`src/hdtc_regs.vh`:
```
// Register map constants for the channel and framer control block.
// Assumes inclusion by bare name from the design file.
// Operation
// - Input enables 3,2,0; disabled reads all ones
// - Input enable 1; disabled reads all zeros
// - Output enables; disabled slot goes high impedance
// - Without host, all slots enabled
// - Transmitter enable; off sends all ones
// - Receiver enable; off sees all ones
// - Address match keeps own or broadcast
// - Transmit port select: line or backplane
// - Receive port select: line or backplane
// - Fill between frames: flags or ones
// - Loopback feeds transmit into receive
// - Transparent mode: plain serial conversion only
// - Receive clear empties FIFO, self clears
// - Transmit clear discards FIFO, self clears
// - Abort tag marks next written byte
// - End tag marks next written byte
// - Tags clear after each FIFO write
// - Line receiver disable bit
// - Line control reachable only with master bit
`ifndef HDTC_REGS_VH
`define HDTC_REGS_VH
`define HDTC_ADDR_MASTER 5'h00
`define HDTC_ADDR_BUSCH 5'h01
`define HDTC_ADDR_CTL1 5'h02
`define HDTC_ADDR_CTL2 5'h03
`define HDTC_ADDR_TXFIFO 5'h04
`define HDTC_ADDR_LINE 5'h10
`define HDTC_BIT_MASTER_GATE 7
`define HDTC_BIT_TX_ON 7
`define HDTC_BIT_RX_ON 6
`define HDTC_BIT_ADDR_MATCH 5
`define HDTC_BIT_TX_PORT 4
`define HDTC_BIT_RX_PORT 3
`define HDTC_BIT_FILL 2
`define HDTC_BIT_LOOP 0
`define HDTC_BIT_TRANS 4
`define HDTC_BIT_RX_CLR 3
`define HDTC_BIT_TX_CLR 2
`define HDTC_BIT_ABORT 1
`define HDTC_BIT_END 0
`define HDTC_BIT_LINE_RX_OFF 6
`define HDTC_CTL1_USED 8'hFD
`define HDTC_CTL2_USED 8'h1F
`define HDTC_RESET_VAL 8'h00
`define HDTC_FIFO_DEPTH 32
`endif

```
`src/hdtc_ctrl.v`:
```
// Control registers for backplane slots and the framer, plus the transmit FIFO.
// Assumes a synchronous host strobe port and bit-serial datapath on clk_sys.
`timescale 1ns/1ns
`default_nettype none
`include "hdtc_regs.vh"
module hdtc_ctrl #(
   parameter FIFO_DEPTH = `HDTC_FIFO_DEPTH,
   parameter FIFO_AW = 5
)
(
   // Clock and reset
   input wire clk_sys,
   input wire nrst,
   // Host port
   input wire host_cs,
   input wire host_wr,
   input wire host_rd,
   input wire [4:0] host_addr,
   input wire [7:0] host_wdata,
   output reg [7:0] host_rdata,
   output reg host_tx_full,
   // Mode inputs
   input wire no_host,
   input wire nt_mode,
   input wire dchan_request,
   // Backplane slot data, one byte per slot per frame
   input wire [7:0] slot0_rx,
   input wire [7:0] slot1_rx,
   input wire [7:0] slot2_rx,
   input wire [7:0] slot3_rx,
   output reg [7:0] slot0_in,
   output reg [7:0] slot1_in,
   output reg [7:0] slot2_in,
   output reg [7:0] slot3_in,
   output reg [3:0] slot_out_oe,
   // Serial D-channel bits
   input wire bp_rx_bit,
   input wire line_rx_bit,
   input wire framer_tx_bit,
   output reg bp_tx_bit,
   output reg line_tx_bit,
   output reg framer_rx_bit,
   // Framer controls
   output reg framer_tx_on,
   output reg framer_rx_on,
   output reg addr_match_on,
   output reg interframe_fill_sel,
   output reg transparent_on,
   output reg rx_fifo_clear,
   output reg rx_hold_to_flag,
   output reg line_rx_off,
   // Transmit FIFO drain
   input wire tx_take,
   output reg tx_byte_valid,
   output reg [7:0] tx_byte,
   output reg tx_byte_abort,
   output reg tx_byte_end,
   output reg tx_fifo_empty
);
   // ********************************************
   // Register file
   // ********************************************
   reg [7:0] master_reg;
   reg [7:0] bus_channel_enables_reg;
   reg [7:0] hdlc_control_one_reg;
   reg [4:0] hdlc_control_two_reg;
   reg [7:0] line_receiver_control_reg;
   wire wr_en;
   wire rd_en;
   wire tx_push;
   wire gate_open;
   wire [7:0] ch_en;
   wire f_ready;
   wire f_valid;
   wire f_empty;
   wire [9:0] f_data;
   reg [7:0] rdata_next;
   assign wr_en = host_cs & host_wr;
   assign rd_en = host_cs & host_rd;
   assign gate_open = master_reg[`HDTC_BIT_MASTER_GATE];
   assign tx_push = wr_en & (host_addr == `HDTC_ADDR_TXFIFO);
   always @(posedge clk_sys or negedge nrst)
   begin
      if (!nrst)
      begin
         master_reg <= `HDTC_RESET_VAL;
         bus_channel_enables_reg <= `HDTC_RESET_VAL;
         hdlc_control_one_reg <= `HDTC_RESET_VAL;
         hdlc_control_two_reg <= 5'h00;
         line_receiver_control_reg <= `HDTC_RESET_VAL;
      end
      else
      begin
         if (wr_en && host_addr == `HDTC_ADDR_MASTER)
            master_reg <= host_wdata;
         if (wr_en && host_addr == `HDTC_ADDR_BUSCH)
            bus_channel_enables_reg <= host_wdata;
         if (wr_en && host_addr == `HDTC_ADDR_CTL1)
            hdlc_control_one_reg <= host_wdata & `HDTC_CTL1_USED;
         if (wr_en && host_addr == `HDTC_ADDR_LINE && gate_open)
            line_receiver_control_reg <= host_wdata;
         if (wr_en && host_addr == `HDTC_ADDR_CTL2)
         begin
            // Clear strobes act in the write cycle and are not stored, so bits read back as done.
            hdlc_control_two_reg[`HDTC_BIT_TRANS] <= host_wdata[`HDTC_BIT_TRANS];
            hdlc_control_two_reg[`HDTC_BIT_RX_CLR] <= 1'b0;
            hdlc_control_two_reg[`HDTC_BIT_TX_CLR] <= 1'b0;
            hdlc_control_two_reg[`HDTC_BIT_ABORT] <= host_wdata[`HDTC_BIT_ABORT];
            hdlc_control_two_reg[`HDTC_BIT_END] <= host_wdata[`HDTC_BIT_END];
         end
         else if (tx_push && f_ready)
         begin
            hdlc_control_two_reg[`HDTC_BIT_ABORT] <= 1'b0;
            hdlc_control_two_reg[`HDTC_BIT_END] <= 1'b0;
         end
      end
   end
   // ********************************************
   // Host read path
   // ********************************************
   always @*
   begin
      rdata_next = 8'h00;
      case (host_addr)
         `HDTC_ADDR_MASTER: rdata_next = master_reg;
         `HDTC_ADDR_BUSCH: rdata_next = bus_channel_enables_reg;
         `HDTC_ADDR_CTL1: rdata_next = hdlc_control_one_reg;
         default: rdata_next = 8'h00;
      endcase
   end
   // ********************************************
   // Transmit FIFO with abort and end tags
   // ********************************************
   wire [7:0] clr_bits;
   wire rx_clr_pulse;
   wire tx_clr_pulse;
   assign clr_bits = host_wdata;
   assign rx_clr_pulse = wr_en & (host_addr == `HDTC_ADDR_CTL2) & clr_bits[`HDTC_BIT_RX_CLR];
   assign tx_clr_pulse = wr_en & (host_addr == `HDTC_ADDR_CTL2) & clr_bits[`HDTC_BIT_TX_CLR];
   hdtc_fifo #(
      .WIDTH(10),
      .DEPTH(FIFO_DEPTH),
      .AW(FIFO_AW)
   ) u_txf (
      .clk_sys(clk_sys),
      .nrst(nrst),
      .flush(tx_clr_pulse),
      .in_valid(tx_push),
      .in_ready(f_ready),
      .in_data({hdlc_control_two_reg[`HDTC_BIT_ABORT], hdlc_control_two_reg[`HDTC_BIT_END], host_wdata}),
      .out_valid(f_valid),
      .out_ready(tx_take & tx_byte_valid),
      .out_data(f_data),
      .empty(f_empty)
   );
   // ********************************************
   // Slot gating and D-channel routing
   // ********************************************
   // no host enables all
   assign ch_en = no_host ? 8'hFF : bus_channel_enables_reg;
   wire tx_src;
   wire rx_src;
   wire loop_on;
   assign loop_on = hdlc_control_one_reg[`HDTC_BIT_LOOP];
   assign tx_src = hdlc_control_one_reg[`HDTC_BIT_TX_ON] ? framer_tx_bit : 1'b1;
   // receive port select, loopback, disabled reads ones
   assign rx_src = !hdlc_control_one_reg[`HDTC_BIT_RX_ON] ? 1'b1 :
                   loop_on ? tx_src :
                   hdlc_control_one_reg[`HDTC_BIT_RX_PORT] ? line_rx_bit : bp_rx_bit;
   always @(posedge clk_sys or negedge nrst)
   begin
      if (!nrst)
      begin
         host_rdata <= 8'h00;
         host_tx_full <= 1'b0;
         slot0_in <= 8'hFF;
         slot1_in <= 8'h00;
         slot2_in <= 8'hFF;
         slot3_in <= 8'hFF;
         slot_out_oe <= 4'h0;
         bp_tx_bit <= 1'b1;
         line_tx_bit <= 1'b1;
         framer_rx_bit <= 1'b1;
         framer_tx_on <= 1'b0;
         framer_rx_on <= 1'b0;
         addr_match_on <= 1'b0;
         interframe_fill_sel <= 1'b0;
         transparent_on <= 1'b0;
         rx_fifo_clear <= 1'b0;
         rx_hold_to_flag <= 1'b0;
         line_rx_off <= 1'b0;
         tx_byte_valid <= 1'b0;
         tx_byte <= 8'h00;
         tx_byte_abort <= 1'b0;
         tx_byte_end <= 1'b0;
         tx_fifo_empty <= 1'b1;
      end
      else
      begin
         if (rd_en)
            host_rdata <= rdata_next;
         host_tx_full <= ~f_ready;
         slot3_in <= ch_en[7] ? slot3_rx : 8'hFF;
         slot2_in <= ch_en[6] ? slot2_rx : 8'hFF;
         slot0_in <= ch_en[4] ? slot0_rx : 8'hFF;
         slot1_in <= ch_en[5] ? slot1_rx : 8'h00;
         slot_out_oe <= ch_en[3:0];
         // transmit port select, terminal line in loopback needs request
         line_tx_bit <= (hdlc_control_one_reg[`HDTC_BIT_TX_PORT] &&
                         (!loop_on || nt_mode || dchan_request)) ? tx_src : 1'b1;
         bp_tx_bit <= hdlc_control_one_reg[`HDTC_BIT_TX_PORT] ? 1'b1 : tx_src;
         framer_rx_bit <= rx_src;
         framer_tx_on <= hdlc_control_one_reg[`HDTC_BIT_TX_ON];
         framer_rx_on <= hdlc_control_one_reg[`HDTC_BIT_RX_ON];
         addr_match_on <= hdlc_control_one_reg[`HDTC_BIT_ADDR_MATCH];
         interframe_fill_sel <= hdlc_control_one_reg[`HDTC_BIT_FILL];
         transparent_on <= hdlc_control_two_reg[`HDTC_BIT_TRANS];
         rx_fifo_clear <= rx_clr_pulse;
         if (rx_clr_pulse)
            rx_hold_to_flag <= 1'b1;
         else if (rx_src == 1'b0 || transparent_on)
            rx_hold_to_flag <= 1'b0;
         line_rx_off <= line_receiver_control_reg[`HDTC_BIT_LINE_RX_OFF];
         tx_byte_valid <= f_valid & ~tx_clr_pulse & ~(tx_take & tx_byte_valid);
         tx_byte <= f_data[7:0];
         tx_byte_end <= f_data[8];
         tx_byte_abort <= f_data[9];
         tx_fifo_empty <= f_empty;
      end
   end
endmodule
`default_nettype wire

```
`src/hdtc_fifo.v`:
```
// Tag-carrying transmit byte FIFO in flip-flops.
// Assumes one clock; flush has priority over push and pop.
`timescale 1ns/1ns
`default_nettype none
module hdtc_fifo #(
   parameter WIDTH = 10,
   parameter DEPTH = 32,
   parameter AW = 5
)
(
   // Clock, reset and flush
   input wire clk_sys,
   input wire nrst,
   input wire flush,
   // Fill side
   input wire in_valid,
   output wire in_ready,
   input wire [WIDTH-1:0] in_data,
   // Drain side
   output wire out_valid,
   input wire out_ready,
   output wire [WIDTH-1:0] out_data,
   output wire empty
);
   reg [WIDTH-1:0] mem_reg [0:DEPTH-1];
   reg [AW-1:0] wr_reg;
   reg [AW-1:0] rd_reg;
   reg [AW:0] cnt_reg;
   wire push;
   wire pop;
   assign in_ready = (cnt_reg != DEPTH[AW:0]);
   assign out_valid = (cnt_reg != {(AW+1){1'b0}});
   assign empty = ~out_valid;
   assign out_data = mem_reg[rd_reg];
   assign push = in_valid & in_ready;
   assign pop = out_valid & out_ready;
   always @(posedge clk_sys)
   begin
      if (push)
         mem_reg[wr_reg] <= in_data;
   end
   always @(posedge clk_sys or negedge nrst)
   begin
      if (!nrst)
      begin
         wr_reg <= {AW{1'b0}};
         rd_reg <= {AW{1'b0}};
         cnt_reg <= {(AW+1){1'b0}};
      end
      else if (flush)
      begin
         wr_reg <= {AW{1'b0}};
         rd_reg <= {AW{1'b0}};
         cnt_reg <= {(AW+1){1'b0}};
      end
      else
      begin
         if (push)
            wr_reg <= (wr_reg == DEPTH[AW-1:0] - 1'b1) ? {AW{1'b0}} : wr_reg + 1'b1;
         if (pop)
            rd_reg <= (rd_reg == DEPTH[AW-1:0] - 1'b1) ? {AW{1'b0}} : rd_reg + 1'b1;
         if (push & ~pop)
            cnt_reg <= cnt_reg + 1'b1;
         else if (pop & ~push)
            cnt_reg <= cnt_reg - 1'b1;
      end
   end
endmodule
`default_nettype wire

```
`config.mk`:
```
export PLATFORM = sky130hd
export DESIGN_NAME = hdtc_ctrl
export DESIGN_NICKNAME = d
export VERILOG_FILES = /design/src/hdtc_ctrl.v /design/src/hdtc_fifo.v
export VERILOG_INCLUDE_DIRS = /design/src
export SDC_FILE = /design/constraint.sdc
export NUM_CORES = 1
export LEC_CHECK = 0
export BUFFER_PORTS_ARGS = -buffer_cell sky130_fd_sc_hd__buf_2
export CORE_MARGIN = 2
export CORE_UTILIZATION = 45
export DETAILED_ROUTE_END_ITERATION = 16
export SLEW_MARGIN = 20
export SYNTH_ARGS = -nofsm -noshare
export SYNTH_HDL_FRONTEND = slang
export SYNTH_SLANG_ARGS = --single-unit
```
`constraint.sdc`:
```
create_clock -name clk_sys -period 3.95 [get_ports clk_sys]
set_input_delay 0.79 -clock clk_sys [delete_from_list [all_inputs] [get_ports clk_sys]]
set_output_delay 0.79 -clock clk_sys [all_outputs]
set_load 0.1 [all_outputs]
```
==> reports/results.ini <==
[sta]
hold_slack_ns = 0.330
worst_clock_skew_ns = 0.0145
rsz0062_at_grt = no
worst_pin_slew_ns = 1.14
fin_crit_sh = 0.840
fin_tns_setup_ns = 0
setup_viol = 0
fmax_ghz = 0.301
hold_viol_final = 0
relSlewSlack = 0.239
min_period_ns = 3.32
drv_slew = 0

[critical_path]
cp_max_fo = 10
critPathLaunch = u_txf.cnt_reg[0]
end_kind = flip-flop
r2r-start = u_txf.cnt_reg[0]
critPathMaxStageDelay_ns = 0.69
path_cells = or4_1, o311ai_4, nand2_4, ha_1, a211oi_1, o21bai_1, a21oi_1, mux2i_1, mux2_1
critPathLaunchType = flip-flop
path_buf_inv = 0
critPathTopFamily = compound AO/OA/AOI/OAI gates
cpMaxStageDelayCell = or4_1
cp.arrival_ns = 3.74
required_ns = 4.38
path_class = flip-flop to flip-flop

[cells_and_area]
ff_latch_area_sq_um = 12400
layout.nets = 1098
area_growth_pct = 16.6
largest_reg_flops = 320
final_common_cell = edfxtp_1
drive_above_1_share = 0.419
fillers = 2920
final_core_util = 0.534
multi_input_area_sq_um = 4160
antenna_cells = 0
stdcell_area_sq_um = 19500
final_cell_mix = edfxtp_1 (320), buf_2 (123), mux4_2 (100), dfrtp_1 (79), nor2_1 (48)

[clock_network]
cts_setup_buffers = 0
insertion_delay_ns = 0.55
cts_resized = 0
cts_tree = built
clk_pin_slew_ns = 0.06
cts_max_path_buffers = 3
cts_buffers = 44
cts-root-buf = clkbuf_16
ctsHoldBuffers = 0
cts_num_sinks = 431
htreeDepth = 2

[route]
wire_per_inst_um = 22.8
via_per_inst = 5.49
drc = 0
ant_nets = 0
drt_iter0_drc = 844
drt-pass1-iter-count = 7
drt-total-wl_um = 34900
vias = 8409

[floorplanning]
pin_count = 125
die_h_um = 197
rows = 70
start_util = 0.458
dieArea_sq_um = 38800
core_region_area_sq_um = 36600
fp.dieW_um = 197

[synthesis]
synthCells = 851
synth_edf_count = 320
synth_top_area_frac = 0.573
ys_seq_elements = 431
yosys_warnings = 0
synth_cell_types = 55
syn_nets = 920
syn_area_sq_um = 16800
synthTopCellsByArea = edfxtp_1 (57%), mux4_2 (13%), dfrtp_1 (12%)
synth_ff_type = edfxtp_1
seq_area_frac_synth = 0.741
synth_top_area_cell = edfxtp_1
synth-async-reset-ratio = 0.258
syn_area_per_cell_sq_um = 19.7

[grt]
grt_pass1_wl_um = 53500
grt-ovfl-total = 0
grt_max_degree = 73
grt_pass1_vias = 8448
antenna_found_initial = 0
grtUsageTotal = 0.186

[status]
status = completed

[placed_design]
portBuffers = 124
place_area_sq_um = 18200
detailed_place_hpwl_um = 21600
gp_congestion = 0.763

[min_path]
hold_path.class = input pin to asynchronous set/reset pin

[power]
ir_worst_vdd_mv = 0.351
p_total_mw = 12.5
p_leak_nw = 6.93
power_density_nw_per_um2 = 640

[run]
cap_violations = 0

## worst reg2reg max path: cells and delay by family (launching register included)
kind / cells / cell delay, ns
compound gates: 4 / 1.10
fa+ha+maj: 1 / 0.31
simple gates: 2 / 0.82
flops: 1 / 0.43
mux: 2 / 0.54
## kinds of logic (layout without fill, tap and decap cells)
logic type | Yosys count | in the layout | share of synthesized area
flip-flops | 431 | 431 | 0.741
AND/OR/NAND/NOR | 159 | 159 | 0.0507
multiplexers | 139 | 139 | 0.160
AO/OA/AOI/OAI | 64 | 64 | 0.0269
buffers and inverters | 45 | 259 | 0.0110
adder cells (fa/ha/maj) | 12 | 12 | 0.00941
XOR/XNOR | 1 | 1 | 0.000523
## Yosys cell counts (all sizes together), types with 2 or more instances
cell type / number
edfxtp: 320
mux4: 100
dfrtp: 83
nor2: 49
mux2: 37
or2: 29
dfstp: 28
clkbuf: 23
nand2: 20
a21oi: 15
buf: 15
o21ai: 15
nand3: 12
ha: 11
nor2b: 10
a22o: 9
nor3: 8
a22oi: 7
inv: 7
and2: 4
nand3b: 4
o21a: 4
or3b: 4
or4: 4
nand2b: 3
or3: 3
a211oi: 2
a31oi: 2
and3: 2
mux2i: 2
o311ai: 2
or4b: 2
## through the flow
| stage | setup WS [ns] | cells |
|---|---|---|
| floorplan | 0.732 | 851 |
| global placement | 0.649 | 1451 |
| detailed placement | 0.583 | 1451 |
| CTS | 0.624 | 1533 |
| global route | 0.444 | 1533 |
| finish | 0.633 | 1533 |
## layer usage
metal	up-vias	GRT usage	share of wire
met5	-	0	0
met4	0	0.0420	0.013
met3	35	0.0370	0.053
met2	216	0.270	0.45
met1	4413	0.292	0.48
li1	3745	-	-
## report_power, final
group / total (mW) / internal, mW / leakage [nW] / switching, mW
Sequential: 5.55 / 5.10 / 4.25 / 0.457
Combinational: 3.07 / 1.38 / 2.01 / 1.70
Clock: 3.89 / 2.19 / 0.670 / 1.69
## path summary, 6_finish.rpt
path / to / slack [ns] / cells past startpoint
setup / recovery: u_txf.cnt_reg[5] / 0.63 / 9
hold / removal: slot1_in[5] / 0.33 / 1
setup reg to reg: u_txf.cnt_reg[5] / 0.63 / 9
hold reg to reg: transparent_on / 0.37 / 0
max in group asynchronous: slot2_in[6] / 2.72 / 2
min in group clk_sys: transparent_on / 0.37 / 0
## area by class of cell
type	count	share of cell area
flip-flops and latches	431	0.636
multi-input cells	375	0.213
clock buffers	58	0.0628
repair buffers	170	0.0502
well taps	468	0.0300
clock inverters	24	0.00653
inverters	7	0.00134
Power figures use the tool's default switching activity.
